--- config.mk ---
export PLATFORM = sky130hd
export DESIGN_NAME = link_host_control_bits
export DESIGN_NICKNAME = d
export VERILOG_FILES = /design/src/verilog/link_ctl_pkg.sv /design/src/verilog/link_host_control_bits.sv
export SDC_FILE = /design/constraint.sdc
export NUM_CORES = 1
export LEC_CHECK = 0
export BUFFER_PORTS_ARGS = -buffer_cell sky130_fd_sc_hd__buf_2
export CAP_MARGIN = 5
export CELL_PAD_IN_SITES_DETAIL_PLACEMENT = 1
export CELL_PAD_IN_SITES_GLOBAL_PLACEMENT = 1
export CORE_UTILIZATION = 38
export CTS_CLUSTER_DIAMETER = 80
export DETAILED_ROUTE_END_ITERATION = 12
export GPL_TIMING_DRIVEN = 1
export PLACE_DENSITY = 0.83
export SLEW_MARGIN = 20
export SYNTH_ARGS = -nofsm -noshare
export SYNTH_HDL_FRONTEND = slang
export SYNTH_SLANG_ARGS = --single-unit
export TNS_END_PERCENT = 5
--- constraint.sdc ---
create_clock -name clk_sys -period 4.5 [get_ports clk_sys]
set_input_delay 0 -clock clk_sys [delete_from_list [all_inputs] [get_ports clk_sys]]
set_output_delay 0 -clock clk_sys [all_outputs]
set_load 0.1 [all_outputs]
--- src/verilog/link_ctl_pkg.sv ---
// Constants and carrier types for the link host control bits block
package link_ctl_pkg;
   // Host access port widths
   localparam int ADDR_W = 12;
   localparam int DATA_W = 32;

   // Set and clear offsets of the control register
   localparam logic [ADDR_W-1:0] CTL_SET_OFS = 12'h050;
   localparam logic [ADDR_W-1:0] CTL_CLR_OFS = 12'h054;

   // Register windows that live in the link clock domain
   localparam logic [ADDR_W-1:0] LINKDOM_A_LO = 12'h0dc;
   localparam logic [ADDR_W-1:0] LINKDOM_A_HI = 12'h0f0;
   localparam logic [ADDR_W-1:0] LINKDOM_B_LO = 12'h100;
   localparam logic [ADDR_W-1:0] LINKDOM_B_HI = 12'h11c;

   // Field positions inside the control register
   localparam int OWNER_BIT  = 23;
   localparam int ENH_BIT    = 22;
   localparam int POWER_BIT  = 19;
   localparam int BUFWR_BIT  = 18;
   localparam int ATTACH_BIT = 17;
   localparam int LRST_BIT   = 16;

   // Reset values and fixed read answers
   localparam logic [DATA_W-1:0] CTL_RESET_VAL = 32'h0080_0000;
   localparam logic              OWNER_RESET   = 1'h1;
   localparam logic [DATA_W-1:0] ALL_ONES      = 32'hffff_ffff;
   localparam logic [DATA_W-1:0] READ_ZERO     = 32'h0000_0000;

   // Timing: link clock is seen stopped after two missed periods
   localparam int CLK_PERIOD_NS      = 100;
   localparam int LINK_PERIOD_NS     = 800;
   localparam int LINK_IDLE_NS       = 2 * LINK_PERIOD_NS;
   localparam int LINK_IDLE_CYC      = LINK_IDLE_NS / CLK_PERIOD_NS;
   localparam int LOCAL_RESET_CYC    = 8;

   // Host request and answer carriers
   typedef struct packed {
      logic              write;
      logic [ADDR_W-1:0] addr;
      logic [DATA_W-1:0] wdata;
   } host_req_type;

   typedef struct packed {
      logic              abort;
      logic [DATA_W-1:0] rdata;
   } host_resp_type;
endpackage

--- src/verilog/link_host_control_bits.sv ---
// Lower half of the link host control register with link clock supervision
`timescale 1ns/1ns
`default_nettype none
module link_host_control_bits #(
   parameter int RESET_CYC = link_ctl_pkg::LOCAL_RESET_CYC,
   parameter int IDLE_CYC  = link_ctl_pkg::LINK_IDLE_CYC
) (
   input  wire logic                        clk_sys,
   input  wire logic                        rst_n,
   input  wire logic                        req_valid,
   input  wire link_ctl_pkg::host_req_type  req,
   output var  logic                        resp_valid,
   output var  link_ctl_pkg::host_resp_type resp,
   input  wire logic                        suppress_abort_idle_clock,
   input  wire logic                        eeprom_load_valid,
   input  wire logic                        eeprom_owner_bit,
   input  wire logic                        phy_sclk,
   output var  logic                        link_power_on,
   output var  logic                        phy_enhancements_on,
   output var  logic                        phy_config_owner_flag,
   output var  logic                        buffered_write_on,
   output var  logic                        bus_attach_active,
   output var  logic                        bus_attach_status,
   output var  logic                        link_clock_running,
   output var  logic                        local_reset_active
);

   // Elaboration checks on counts the counters can hold
   initial begin
      if (RESET_CYC < 1 || RESET_CYC > 255) begin
         $error("RESET_CYC out of range");
      end
      if (IDLE_CYC < 2 || IDLE_CYC > 255) begin
         $error("IDLE_CYC out of range");
      end
   end

   localparam logic [7:0] RESET_LAST = 8'(RESET_CYC - 1);
   localparam logic [7:0] IDLE_LAST  = 8'(IDLE_CYC - 1);

   // Control bits on the host clock side
   logic       owner_r;
   logic       owner_nxt;
   logic       enh_r;
   logic       enh_nxt;
   logic       power_r;
   logic       power_nxt;
   logic       bufwr_r;
   logic       bufwr_nxt;
   logic       attach_r;
   logic       attach_nxt;
   logic       lrst_r;
   logic [7:0] lrst_cnt_r;

   // Link clock sampling and supervision
   logic       sclk_s1_r;
   logic       sclk_s2_r;
   logic       sclk_s3_r;
   logic [7:0] idle_cnt_r;
   logic       alive_r;

   // Link side copies and the status path back
   logic       power_lk1_r;
   logic       power_lk2_r;
   logic       attach_lk1_r;
   logic       attach_lk2_r;
   logic       stat_s1_r;
   logic       stat_s2_r;

   // Answer registers
   logic                        resp_valid_r;
   link_ctl_pkg::host_resp_type resp_r;
   link_ctl_pkg::host_resp_type resp_nxt;

   // Request decode
   wire       wr_set    = req_valid & req.write & (req.addr == link_ctl_pkg::CTL_SET_OFS);
   wire       wr_clr    = req_valid & req.write & (req.addr == link_ctl_pkg::CTL_CLR_OFS);
   wire       ctl_hit   = (req.addr == link_ctl_pkg::CTL_SET_OFS) |
                          (req.addr == link_ctl_pkg::CTL_CLR_OFS);
   wire       in_win_a  = (req.addr >= link_ctl_pkg::LINKDOM_A_LO) &
                          (req.addr <= link_ctl_pkg::LINKDOM_A_HI);
   wire       in_win_b  = (req.addr >= link_ctl_pkg::LINKDOM_B_LO) &
                          (req.addr <= link_ctl_pkg::LINKDOM_B_HI);
   wire       link_dom  = in_win_a | in_win_b;
   wire       stalled   = link_dom & ~link_clock_running; // Same view as the status pin
   wire [31:0] wd       = req.wdata;

   // Edge of the sampled link clock acts as the link side enable
   wire       sclk_rise = sclk_s2_r & ~sclk_s3_r;
   wire       lrst_done = lrst_r & (lrst_cnt_r == RESET_LAST);
   wire       lrst_go   = wr_set & wd[link_ctl_pkg::LRST_BIT] & ~lrst_r;

   // Read image of the control register
   // reserved bits zero
   wire [31:0] ctl_image = {8'h00, owner_r, enh_r, 2'b00, power_r, bufwr_r,
                            attach_r, lrst_r, 16'h0000};

   // Next values of the control bits
   always_comb begin
      owner_nxt  = owner_r;
      enh_nxt    = enh_r;
      power_nxt  = power_r;
      bufwr_nxt  = bufwr_r;
      attach_nxt = attach_r;
      if (wr_set) begin
         if (wd[link_ctl_pkg::ENH_BIT] && owner_r && attach_r) begin
            enh_nxt = 1'b1;
         end
         power_nxt  = power_r  | wd[link_ctl_pkg::POWER_BIT];
         bufwr_nxt  = bufwr_r  | wd[link_ctl_pkg::BUFWR_BIT];
         attach_nxt = attach_r | wd[link_ctl_pkg::ATTACH_BIT];
      end else if (wr_clr) begin
         owner_nxt  = owner_r  & ~wd[link_ctl_pkg::OWNER_BIT];
         enh_nxt    = enh_r    & ~wd[link_ctl_pkg::ENH_BIT];
         power_nxt  = power_r  & ~wd[link_ctl_pkg::POWER_BIT];
         bufwr_nxt  = bufwr_r  & ~wd[link_ctl_pkg::BUFWR_BIT];
         attach_nxt = attach_r & ~wd[link_ctl_pkg::ATTACH_BIT];
      end
      if (eeprom_load_valid) begin
         owner_nxt = eeprom_owner_bit;
      end
      if (lrst_go || lrst_r) begin
         enh_nxt    = link_ctl_pkg::CTL_RESET_VAL[link_ctl_pkg::ENH_BIT];
         power_nxt  = link_ctl_pkg::CTL_RESET_VAL[link_ctl_pkg::POWER_BIT];
         bufwr_nxt  = link_ctl_pkg::CTL_RESET_VAL[link_ctl_pkg::BUFWR_BIT];
         attach_nxt = link_ctl_pkg::CTL_RESET_VAL[link_ctl_pkg::ATTACH_BIT];
      end
   end

   // Control bits; owner keeps its EEPROM value through local reset
   always_ff @(posedge clk_sys or negedge rst_n) begin
      if (!rst_n) begin
         owner_r  <= link_ctl_pkg::OWNER_RESET;
         enh_r    <= 1'b0;
         power_r  <= 1'b0;
         bufwr_r  <= 1'b0;
         attach_r <= 1'b0;
      end else begin
         owner_r  <= owner_nxt;
         enh_r    <= enh_nxt;
         power_r  <= power_nxt;
         bufwr_r  <= bufwr_nxt;
         attach_r <= attach_nxt;
      end
   end

   always_ff @(posedge clk_sys or negedge rst_n) begin
      if (!rst_n) begin
         lrst_r     <= 1'b0;
         lrst_cnt_r <= 8'h00;
      end else if (lrst_go) begin
         lrst_r     <= 1'b1;
         lrst_cnt_r <= 8'h00;
      end else if (lrst_done) begin
         lrst_r     <= 1'b0;
         lrst_cnt_r <= 8'h00;
      end else if (lrst_r) begin
         lrst_cnt_r <= lrst_cnt_r + 8'h01;
      end
   end

   // link clock sampled into the host clock
   always_ff @(posedge clk_sys or negedge rst_n) begin
      if (!rst_n) begin
         sclk_s1_r <= 1'b0;
         sclk_s2_r <= 1'b0;
         sclk_s3_r <= 1'b0;
      end else begin
         sclk_s1_r <= phy_sclk;
         sclk_s2_r <= sclk_s1_r;
         sclk_s3_r <= sclk_s2_r;
      end
   end

   // Link clock watchdog: stopped after IDLE_CYC cycles with no rising edge
   always_ff @(posedge clk_sys or negedge rst_n) begin
      if (!rst_n) begin
         idle_cnt_r <= 8'h00;
         alive_r    <= 1'b0;
      end else if (sclk_rise) begin
         idle_cnt_r <= 8'h00;
         alive_r    <= 1'b1;
      end else if (idle_cnt_r == IDLE_LAST) begin
         alive_r    <= 1'b0;
      end else begin
         idle_cnt_r <= idle_cnt_r + 8'h01;
      end
   end

   // two stage transfer on link clock edges, flushed by local reset
   always_ff @(posedge clk_sys or negedge rst_n) begin
      if (!rst_n) begin
         power_lk1_r  <= 1'b0;
         power_lk2_r  <= 1'b0;
         attach_lk1_r <= 1'b0;
         attach_lk2_r <= 1'b0;
      end else if (lrst_r) begin
         power_lk1_r  <= 1'b0;
         power_lk2_r  <= 1'b0;
         attach_lk1_r <= 1'b0;
         attach_lk2_r <= 1'b0;
      end else if (sclk_rise) begin
         power_lk1_r  <= power_r;
         power_lk2_r  <= power_lk1_r;
         attach_lk1_r <= attach_r;
         attach_lk2_r <= attach_lk1_r;
      end
   end

   // attach status back to the host side
   always_ff @(posedge clk_sys or negedge rst_n) begin
      if (!rst_n) begin
         stat_s1_r <= 1'b0;
         stat_s2_r <= 1'b0;
      end else begin
         stat_s1_r <= attach_lk2_r;
         stat_s2_r <= stat_s1_r;
      end
   end

   // Answer to each request
   always_comb begin
      resp_nxt.abort = 1'b0;
      resp_nxt.rdata = link_ctl_pkg::READ_ZERO;
      if (ctl_hit) begin
         resp_nxt.rdata = ctl_image;
      end else if (stalled) begin
         if (suppress_abort_idle_clock) begin
            resp_nxt.rdata = link_ctl_pkg::ALL_ONES;
         end else begin
            resp_nxt.abort = 1'b1;
         end
      end
   end

   always_ff @(posedge clk_sys or negedge rst_n) begin
      if (!rst_n) begin
         resp_valid_r <= 1'b0;
         resp_r       <= '0;
      end else begin
         resp_valid_r <= req_valid;
         if (req_valid) begin
            resp_r <= resp_nxt;
         end
      end
   end

   // Registered outputs toward the link and the host
   always_ff @(posedge clk_sys or negedge rst_n) begin
      if (!rst_n) begin
         link_power_on         <= 1'b0;
         phy_enhancements_on   <= 1'b0;
         phy_config_owner_flag <= link_ctl_pkg::OWNER_RESET;
         buffered_write_on     <= 1'b0;
         bus_attach_active     <= 1'b0;
         bus_attach_status     <= 1'b0;
         link_clock_running    <= 1'b0;
         local_reset_active    <= 1'b0;
      end else begin
         link_power_on         <= power_nxt;
         phy_enhancements_on   <= enh_nxt;
         phy_config_owner_flag <= owner_nxt;
         buffered_write_on     <= bufwr_nxt;
         bus_attach_active     <= attach_nxt & attach_lk2_r & power_lk2_r & alive_r;
         bus_attach_status     <= stat_s2_r;
         link_clock_running    <= alive_r;
         local_reset_active    <= lrst_go | (lrst_r & ~lrst_done);
      end
   end

   assign resp_valid = resp_valid_r;
   assign resp       = resp_r;

endmodule
`default_nettype wire

# [Word-level counts from Yosys, hierarchy flattened]
# Cells that the tools add are included.
[totals] regBits=70 inputBits=52 out_inout_bits=42 wordCells=121
[op_classes] n_addsub=2 magnitude_cmp=4 eq_ne=7 n_mux=38 bitwise=34 reduce_logical=11
[ops] cell="32-bit two-way mux" n=2
[ops] cell="8-bit two-way mux" n=5
[ops] cell="33-bit two-way mux" n=1
[ops] cell="1-bit two-way mux" n=30
[ops] cell="12-bit by 7-bit == test with 1-bit output, second input constant" n=2
[ops] cell="1-bit bitwise AND" n=19
[ops] cell="8-bit by 1-bit adder with 8-bit output, second input constant" n=2
[ops] cell="12-bit by 8-bit >= comparator with 1-bit output, second input constant" n=1
[ops] cell="12-bit by 9-bit >= comparator with 1-bit output, second input constant" n=1
[ops] cell="12-bit by 8-bit less-or-equal comparator with 1-bit output, second input constant" n=1
[ops] cell="12-bit by 9-bit less-or-equal comparator with 1-bit output, second input constant" n=1
[ops] cell="1-bit NOT" n=9
[ops] cell="8-bit by 3-bit == test with 1-bit output, second input constant" n=1
[ops] cell="8-bit by 4-bit == test with 1-bit output, second input constant" n=1
[ops] cell="2-bit nonzero test" n=4
[ops] cell="1-bit OR" n=6
[ops] cell="3-bit nonzero test" n=2
[ops] cell="2-bit inequality test, second input constant" n=2
[ops] cell="2-bit AND reduction" n=2
[ops] cell="3-bit by 1-bit inequality test with 1-bit output, second input constant" n=1
[ops] cell="1-bit logical AND" n=2
[ops] cell="1-bit logical OR" n=1

# [Depth between registers and ports, before layout]
# Gate-level depths: netlist of run 1.
[logic_depth] ltp_word=9 depth_mapped=6 depth_no_buf=5

# [Worst setup path after synthesis of run 1]
# No wires, ideal clock.
[synth_timing] path_type="register to register" start="reg link_clock_running" end="reg resp_r (netlist bit resp[18])" setup_ns=0.082 arrival_ns=1.730 required_ns=4.418 slack_ns=2.688 path_stages_with_launch=5 path_buffers=1 period_less_slack_ns=1.812 cell_sequence="dfrtp_1 nand3b_1 or4_4 buf_6 a31oi_2"
[synth_via] elab_chain_len=4
[synth_rtl] item="from (decl)" line="link_host_control_bits.sv:24" source="output var logic link_clock_running,"
[synth_rtl] item="from (signal assigned)" line="link_host_control_bits.sv:266" source="link_clock_running <= alive_r;"
[synth_rtl] item="1-bit NOT" line="link_host_control_bits.sv:85" source="wire stalled = link_dom & ~link_clock_running;"
[synth_rtl] item="1-bit bitwise AND" line="link_host_control_bits.sv:85"
[synth_rtl] item="33-bit two-way mux" line="link_host_control_bits.sv:227" source="end else if (stalled) begin"
[synth_rtl] item="32-bit two-way mux" line="link_host_control_bits.sv:225" source="if (ctl_hit) begin"
[synth_rtl] item="to (signal assigned)" line="link_host_control_bits.sv:243" source="resp_r <= resp_nxt;"
[synth_rtl] item="to (decl)" line="link_host_control_bits.sv:72" source="link_ctl_pkg::host_resp_type resp_r;"
# Every way passes these cells.
# A chain may end at the register's enable or synchronous reset.

# [Worst setup path in the final report of run 1]
[layout_timing] start="reg lrst_cnt_r[4]" end="reg lrst_cnt_r[7]"
[layout_via] elab_chain_len=4 word_cells_on_any_way=7 cone_classes="add/sub (1); eq/ne (1); mux (3); bitwise (1); reduce/logical (1)"
[layout_rtl] item="from (decl)" line="link_host_control_bits.sv:53" source="logic [7:0] lrst_cnt_r;"
[layout_rtl] item="from (signal assigned)" line="link_host_control_bits.sv:158" source="lrst_cnt_r <= lrst_cnt_r + 8'h01;"
[layout_rtl] item="8-bit by 1-bit adder with 8-bit output / 8-bit by 3-bit == test with 1-bit output (equally long branches)" line="link_host_control_bits.sv:158, link_host_control_bits.sv:90"
[layout_rtl] item="8-bit two-way mux / 1-bit bitwise AND (equally long branches)" line="link_host_control_bits.sv:157, link_host_control_bits.sv:90"
[layout_rtl] item="8-bit two-way mux" line="link_host_control_bits.sv:154" source="end else if (lrst_done) begin"
[layout_rtl] item="8-bit two-way mux" line="link_host_control_bits.sv:151" source="end else if (lrst_go) begin"
# Several ways; a longest one is shown, not always the timed one. The select of a mux whose other input is x is not followed.

==> flow_summary.toml, run 1 <==
[hold_path]
holdPathStages = 1
hold_start = "req_valid"
holdPathEnd = "resp_valid"
hold_class = "primary input to flip-flop"

[sta]
tightest_slew_ns = 0.831
finalCritPeriodShare_pct = 41.9
max_freq_mhz = 531
whs_ns = 0.0241
setup_viol_count_final = 0
fin_skew_ns = 0.0100
tns_ns = 0
hold_viol_final = 0
period_minus_slack_ns = 1.88
rsz0062_at_grt = "false"
timing.final.max_slew_violations = 0
slew-limit-headroom_pct = 44.5

[synth]
synthArstFlopShare_pct = 100
syn_nets = 281
synth_edf_count = 0
synthTopCellsByArea = "dfrtp_1 (48%), buf_4 (8.1%), nand2_1 (3.7%)"
syn_inst = 227
synth_ff_type = "dfrtp_1"
synth.most_common_cell = "dfrtp_1"
netlist_area_sq_um = 2310
netlist.area_leader.share_pct = 47.7
ys_seq_area_share_pct = 48.9
ys_top_cells_by_count = "dfrtp_1 (44), buf_4 (25), nand2_1 (23), a21oi_1 (14), nor2_1 (14)"
syn_avg_cell_area_sq_um = 10.2
yosysWarnings = 0
ys_seq_elements = 45
synth_cell_types = 47
synth_top_area_cell = "dfrtp_1"

[global_route]
grtUsageTotal_pct = 18.0
grt_pass1_wl_mm = 8.63
grt_max_degree = 46
grt-ovfl-total = 0
grt_pass1_vias = 1809
antenna_found_initial = 0

[setup_path]
crit_arrival_ns = 2.08
rrSetupSlack_ns = 2.62
r2r_start = "lrst_cnt_r[4]"
critPathKind = "flip-flop to flip-flop"
cp-start-kind = "flip-flop"
reg2regPathDepth = 4
cp_max_fo = 7
crit_path_end_kind = "flip-flop"
cp.required_ns = 4.70
critical_path.reg2reg.endpoint = "lrst_cnt_r[7]"

[run]
max_cap_viol_count = 0

[clock_network]
clkLatencyLatePin_ns = 0.31
htreeDepth = 2
cts.clk_slew.worst_paths_ns = 0.09
cts_buffer_depth = 2
cts_tree = "done"
cts.sinks = 45
cts_buffers = 5
clockRootBuffer = "clkbuf_8"

[finish]
fin_nets = 329
syn_to_final_growth_pct = 16.6
final_cell_area_sq_um = 2690
antenna_cells = 0
nFillCells = 708
drive_gt1_share_pct = 31.2

[floorplanning]
rows = 28
die_w_um = 79.9
io_pins = 94
die_y_um = 79.9
core_sq_um = 5890
die_area_sq_um = 6380
start_util_pct = 39.2

[pwr]
power_frac_clock_pct = 35.0
irDropWorstVdd_uv = 189
swShare_pct = 29.0
p_comb_share_pct = 14.7
power.leakage_nw = 1.26
p_int_mw = 0.633
p_switching_mw = 0.258
p_seq_share_pct = 50.4
power_density_nw_per_um2 = 331

[detailed_routing]
first_pass_iters = 4
wl_met1_mm = 2.31
vias_per_cell = 5.29
drc = 0
route.vias.total = 1857
highest_layer = "met4"
wl_met3_um = 203
totalWireLength_mm = 5.32
wl_per_cell_um = 15.2
wl_met2_mm = 2.69
drtAntennaViolNets = 0
drtIter0Drc = 60

[place]
dp_hpwl_mm = 3.86
place_congestion = 0.812
portBuffers = 67
dpl-instance-area_sq_um = 2500

[outcome]
status = "complete, no violations"
## layout by cell type, fill, tap and decap left out, types with 3 or more instances in the layout
| master | count |
|---|---|
| buf_2 | 66 |
| a211o_1 | 3 |
| dfrtp_1 | 44 |
| a21oi_1 | 14 |
| nand3_1 | 8 |
| dlygate4sd3_1 | 7 |
| xor2_1 | 4 |
| nand2_1 | 23 |
| and3_1 | 6 |
| nor3_1 | 8 |
| clkbuf_8 | 5 |
| a31oi_1 | 4 |
| nor2_1 | 14 |
| a31oi_2 | 5 |
| nand2b_1 | 4 |
| inv_1 | 4 |
| o21ai_0 | 10 |
| nand4_1 | 3 |
| mux2i_1 | 3 |
## worst max path at each step
stage | startpoint | slack [ns] | cells after the start | end
after detailed placement | req[41] | 2.59 | 5 | lrst_cnt_r[7]
after global routing | lrst_cnt_r[4] | 2.51 | 4 | lrst_cnt_r[7]
after global placement | req[41] | 2.66 | 5 | lrst_cnt_r[6]
final | lrst_cnt_r[4] | 2.62 | 4 | lrst_cnt_r[7]
after CTS | lrst_cnt_r[4] | 2.60 | 4 | lrst_cnt_r[7]
after floorplan | link_clock_running | 2.69 | 4 | resp[18]
## worst max-delay path, cell delays in order (launching register included)
cell and delay [ns]:
dfrtp_1 0.44, or4_4 0.57, o31ai_4 0.38, nor4_1 0.11
a211o_1 0.28
## power by group through the flow
stage / clock network, mW / logic (mW) / registers, mW
final: 0.312 / 0.131 / 0.449
after global routing: 0.336 / 0.143 / 0.453
after CTS: 0.321 / 0.132 / 0.448
after detailed placement: 0 / 0.127 / 0.456
after global placement: 0 / 0.122 / 0.453
after floorplan: 0 / 0.0444 / 0.494
## per-stage QoR
stage | setup slack, ns | total power [mW] | instances | utilization [%]
after floorplan | 2.69 | 0.538 | 227 | -
after global placement | 2.66 | 0.575 | 336 | 42.5
after detailed placement | 2.59 | 0.583 | 336 | 42.5
after CTS | 2.60 | 0.901 | 351 | 45.6
after global routing | 2.51 | 0.933 | 351 | 45.7
final | 2.62 | 0.891 | 351 | 45.7
## cell families (layout without fill, tap and decap cells)
family / Yosys count / count (layout) / share of synthesized area, %
AOI/OAI and AO/OA: 50 / 50 / 16.3
xor gates and xnor gates: 4 / 4 / 1.52
adders and majority gates: 2 / 2 / 1.09
buffers and inverters: 37 / 86 / 10.8
DFF: 45 / 45 / 48.9
muxes: 3 / 3 / 1.30
and+or+nand+nor: 86 / 86 / 20.1
## what timing repair did
action | 4_1_cts | 5_1_grt
setup buffers | 0 | 0
hold buffers | 7 | 0
endpoints found under the hold margin | 49 | 0
resized for setup | 0 | 0
## layer usage
metal	vias up	track usage [%]
met5	-	0
met4	0	8.39
met3	12	3.43
met2	51	30.4
met1	908	22.1
li1	886	-
## final cells by class
cell class	count	area [sq um]	area share (%)
Sequential cell	45	1130	41.9
Multi-Input combinational cell	145	930	34.6
Timing Repair Buffer	74	408	15.2
Tap cell	75	93.8	3.49
Clock buffer	5	68.8	2.56
Clock inverter	3	46.3	1.72
Inverter	4	15.0	0.558
No activity file was read; power rests on OpenSTA's default activity.
==> inputs of run 2 (changes only) <==
--- a/config.mk
+++ b/config.mk
@@ -5,15 +5,16 @@
 export SDC_FILE = /design/constraint.sdc
 export NUM_CORES = 1
 export LEC_CHECK = 0
+export ABC_AREA = 1
 export BUFFER_PORTS_ARGS = -buffer_cell sky130_fd_sc_hd__buf_2
 export CAP_MARGIN = 5
 export CELL_PAD_IN_SITES_DETAIL_PLACEMENT = 1
 export CELL_PAD_IN_SITES_GLOBAL_PLACEMENT = 1
-export CORE_UTILIZATION = 38
+export CORE_UTILIZATION = 35
 export CTS_CLUSTER_DIAMETER = 80
 export DETAILED_ROUTE_END_ITERATION = 12
 export GPL_TIMING_DRIVEN = 1
-export PLACE_DENSITY = 0.83
+export PLACE_DENSITY = 0.79
 export SLEW_MARGIN = 20
 export SYNTH_ARGS = -nofsm -noshare
 export SYNTH_HDL_FRONTEND = slang
==> constraint.sdc (replaced) <==
create_clock -name clk_sys -period 1.9 [get_ports clk_sys]
set_input_delay 0 -clock clk_sys [delete_from_list [all_inputs] [get_ports clk_sys]]
set_output_delay 0 -clock clk_sys [all_outputs]
set_load 0.1 [all_outputs]
==> run 2 against run 1 <==
Compared with the run above:
- wire length rose by 7.9%
- final cell count rose by 32%
- hold slack got worse by 0.016 ns
- total power rose to 2.7 times the previous value
- highest routed layer unchanged
- worst setup slack got worse by 2.5 ns
- global-route usage fell by 1.4 points
- first-iteration DRC count rose by 12%
- flip-flop and latch count did not move
- largest power group unchanged
- critical endpoint is now phy_config_owner_flag
- sequential share of layout area fell by 3.2 points
- critical path type is now primary input to flip-flop
- cell area rose by 8.2%
- synthesized cell count rose by 38%
- combinational power rose to 5.3 times the previous value
==> flow_summary.toml, run 2 <==
[outcome]
status = "complete, no violations"

[detailed_routing]
vias_per_cell = 4.67
wl_per_cell_um = 12.4
drc = 0
drtAntennaViolNets = 0
first_pass_iters = 4
route.vias.total = 2167
totalWireLength_mm = 5.74
drtIter0Drc = 67

[synth]
synthXorXnorAreaFrac_pct = 1.41
syn_inst = 314
synth_edf_count = 0
synth.most_common_cell = "nand2_1"
synthArstFlopShare_pct = 100
ys_seq_area_share_pct = 45.5
synthTopCellsByArea = "dfrtp_1 (44%), nand2_1 (10%), buf_4 (7.6%)"
ys_seq_elements = 45
synth_top_area_cell = "dfrtp_1"
synth_fa_ha_area_share_pct = 1.01
ys_top_cells_by_count = "nand2_1 (67), dfrtp_1 (44), inv_1 (38), nand3_1 (31), nor2_1 (30)"
synth_cell_types = 30
syn_avg_cell_area_sq_um = 7.89
synth_ff_type = "dfrtp_1"
syn_nets = 368
yosys.area_share.simple_pct = 30.7
yosysWarnings = 0
muxShareOfSynthArea_pct = 0
netlist_area_sq_um = 2480
synth_top_family_by_area = "simple AND/OR/NAND/NOR gates"
synth_compound_area_share_pct = 6.87
netlist.area_leader.share_pct = 44.4

[finish]
fin_nets = 421
layoutNonFillerInstCount = 464
syn_to_final_growth_pct = 17.5
drive_gt1_share_pct = 27.4
seqCellArea_sq_um = 1130
multi_input_area_sq_um = 990
nFillCells = 895
layout_common_cells = "nand2_1 (67), buf_2 (66), dfrtp_1 (44), inv_1 (38), nand3_1 (31)"
final_common_cell = "nand2_1"
antenna_cells = 0
final_util_pct = 42.6

[floorplanning]
die_y_um = 86.1
io_pins = 94
die_w_um = 86.1
die_area_sq_um = 7420
core_sq_um = 6830
start_util_pct = 36.3
rows = 30

[setup_path]
max_stage_delay_ns = 0.55
worst-path-buf-inv = 5
cp_cell_sequence = "dlygate4sd3_1 > clkbuf_4 > nand2_1 > inv_2 > nand3_2 > inv_1 > nand3_1 > nand3_1 > nand2_1 > dlygate4sd3_1"
cp.required_ns = 2.12
cp-start-kind = "primary input"
crit_family = "buffers and inverters"
critPathKind = "primary input to flip-flop"
crit_path_end_kind = "flip-flop"
crit_slowest_cell = "dlygate4sd3_1"
crit_arrival_ns = 2.00
cp_max_fo = 18

[sta]
hold_viol_final = 0
rsz0062_at_grt = "false"
slew-limit-headroom_pct = 62.6
tightest_slew_ns = 0.560
fin_ws_ns = 0.126
tns_ns = 0
period_minus_slack_ns = 1.77
finalCritPeriodShare_pct = 93.4
timing.final.max_slew_violations = 0
setup_viol_count_final = 0
fin_skew_ns = 0.00754
max_freq_mhz = 564

[pwr]
p_switching_mw = 0.935
irDropWorstVdd_uv = 376
swShare_pct = 38.8
power_density_nw_per_um2 = 828
p_seq_share_pct = 44.4
p_comb_share_pct = 29.0
power.leakage_nw = 1.54
p_int_mw = 1.47
power_frac_clock_pct = 26.7

[hold_path]
hold_class = "primary input to flip-flop"

[clock_network]
cts_buffers = 5
cts.clk_slew.worst_paths_ns = 0.08
htreeDepth = 2
clkLatencyLatePin_ns = 0.29
cts.sinks = 45
cts_tree = "done"
cts_buffer_depth = 2
clockRootBuffer = "clkbuf_8"

[global_route]
grt_pass1_vias = 2092
grt_max_degree = 28
grt_pass1_wl_mm = 9.64
antenna_found_initial = 0
grtUsageTotal_pct = 16.6
grt-ovfl-total = 0

[run]
max_cap_viol_count = 0

[place]
dp_hpwl_mm = 4.47
place_congestion = 0.833
portBuffers = 67
dp_slack_ns = 0.256
dp_cells = 450
run 2: changes by cell type after synthesis, sizes merged, moves of 5 or more:
cell / change
a31oi: -7
and3: -6
inv: +37
nand2: +46
nand3: +25
nand4: +5
nor2: +24
or2: +6
run 2: logic make-up (layout without fill, tap and decap cells):
kind of cell,count (synthesis),count (layout)
flip-flops,45,45
XOR/XNOR,4,4
buffers and inverters,69,123
AND/OR/NAND/NOR,163,163
AO/OA/AOI/OAI,31,31
adder cells (fa/ha/maj),2,2
run 2: area by class of cell:
type                            instances  share of cell area [%]
Tap cell                               96                    4.13
Inverter                               41                    5.29
Clock inverter                          1                   0.172
Multi-Input combinational cell        200                    34.0
Sequential cell                        45                    38.7
Clock buffer                            7                    3.31
Timing Repair Buffer                   74                    14.4
run 2: layer usage:
| metal | vias up | routed length [um] | track usage, % |
|---|---|---|---|
| li1 | 1081 | - | - |
| met1 | 1028 | 2610 | 20.8 |
| met2 | 54 | 2860 | 28.7 |
| met3 | 4 | 219 | 3.46 |
| met4 | 0 | 55 | 4.70 |
| met5 | - | 0 | 0 |
run 2: power groups by stage:
| stage | registers, mW | clock network [mW] | logic (mW) |
|---|---|---|---|
| 6_report | 1.07 | 0.643 | 0.698 |
| 5_1_grt | 1.08 | 0.710 | 0.744 |
| 4_1_cts | 1.07 | 0.678 | 0.703 |
| 3_5_place_dp | 1.09 | 0 | 0.689 |
| 3_3_place_gp | 1.08 | 0 | 0.676 |
| 2_1_floorplan | 1.20 | 0 | 0.478 |
run 2: worst paths after layout:
| kind | start | to | slack (ns) | depth (start not counted) |
|---|---|---|---|---|
| hold reg to reg | sclk_s1_r | sclk_s2_r | 0.35 | 0 |
| max in group asynchronous | rst_n | power_lk1_r | 1.16 | 3 |
| min in group asynchronous | rst_n | idle_cnt_r[6] | 0.22 | 2 |
| setup reg to reg | idle_cnt_r[0] | idle_cnt_r[0] | 0.28 | 8 |
| setup / recovery | req_valid | phy_config_owner_flag | 0.13 | 10 |
| hold / removal | suppress_abort_idle_clock | resp[32] | 0.008 | 4 |
run 2: worst min-delay path: cells and delay by family:
family	cells	cell delay, ns
buffers and inverters	2	0.12
and+or+nand+nor	1	0.07
AOI/OAI and AO/OA	1	0.08
run 2: through the flow:
stage	hold slack (ns)	total power, mW	instance area, sq um
after CTS	0.00350	2.45	2910
after global routing	0.0132	2.53	2910
after floorplan	-0.296	1.67	2480
after global placement	0.0342	1.76	2750
after detailed placement	0.0222	1.78	2750
final	0.00820	2.41	2910
run 2: timing repair:
item / 4_1_cts / 5_1_grt
buffers inserted: 0 / 0
endpoints found under the setup margin: 0 / 1
resized for setup: 0 / 1
hold buffers: 6 / 0
hold endpoints to repair: 24 / 0
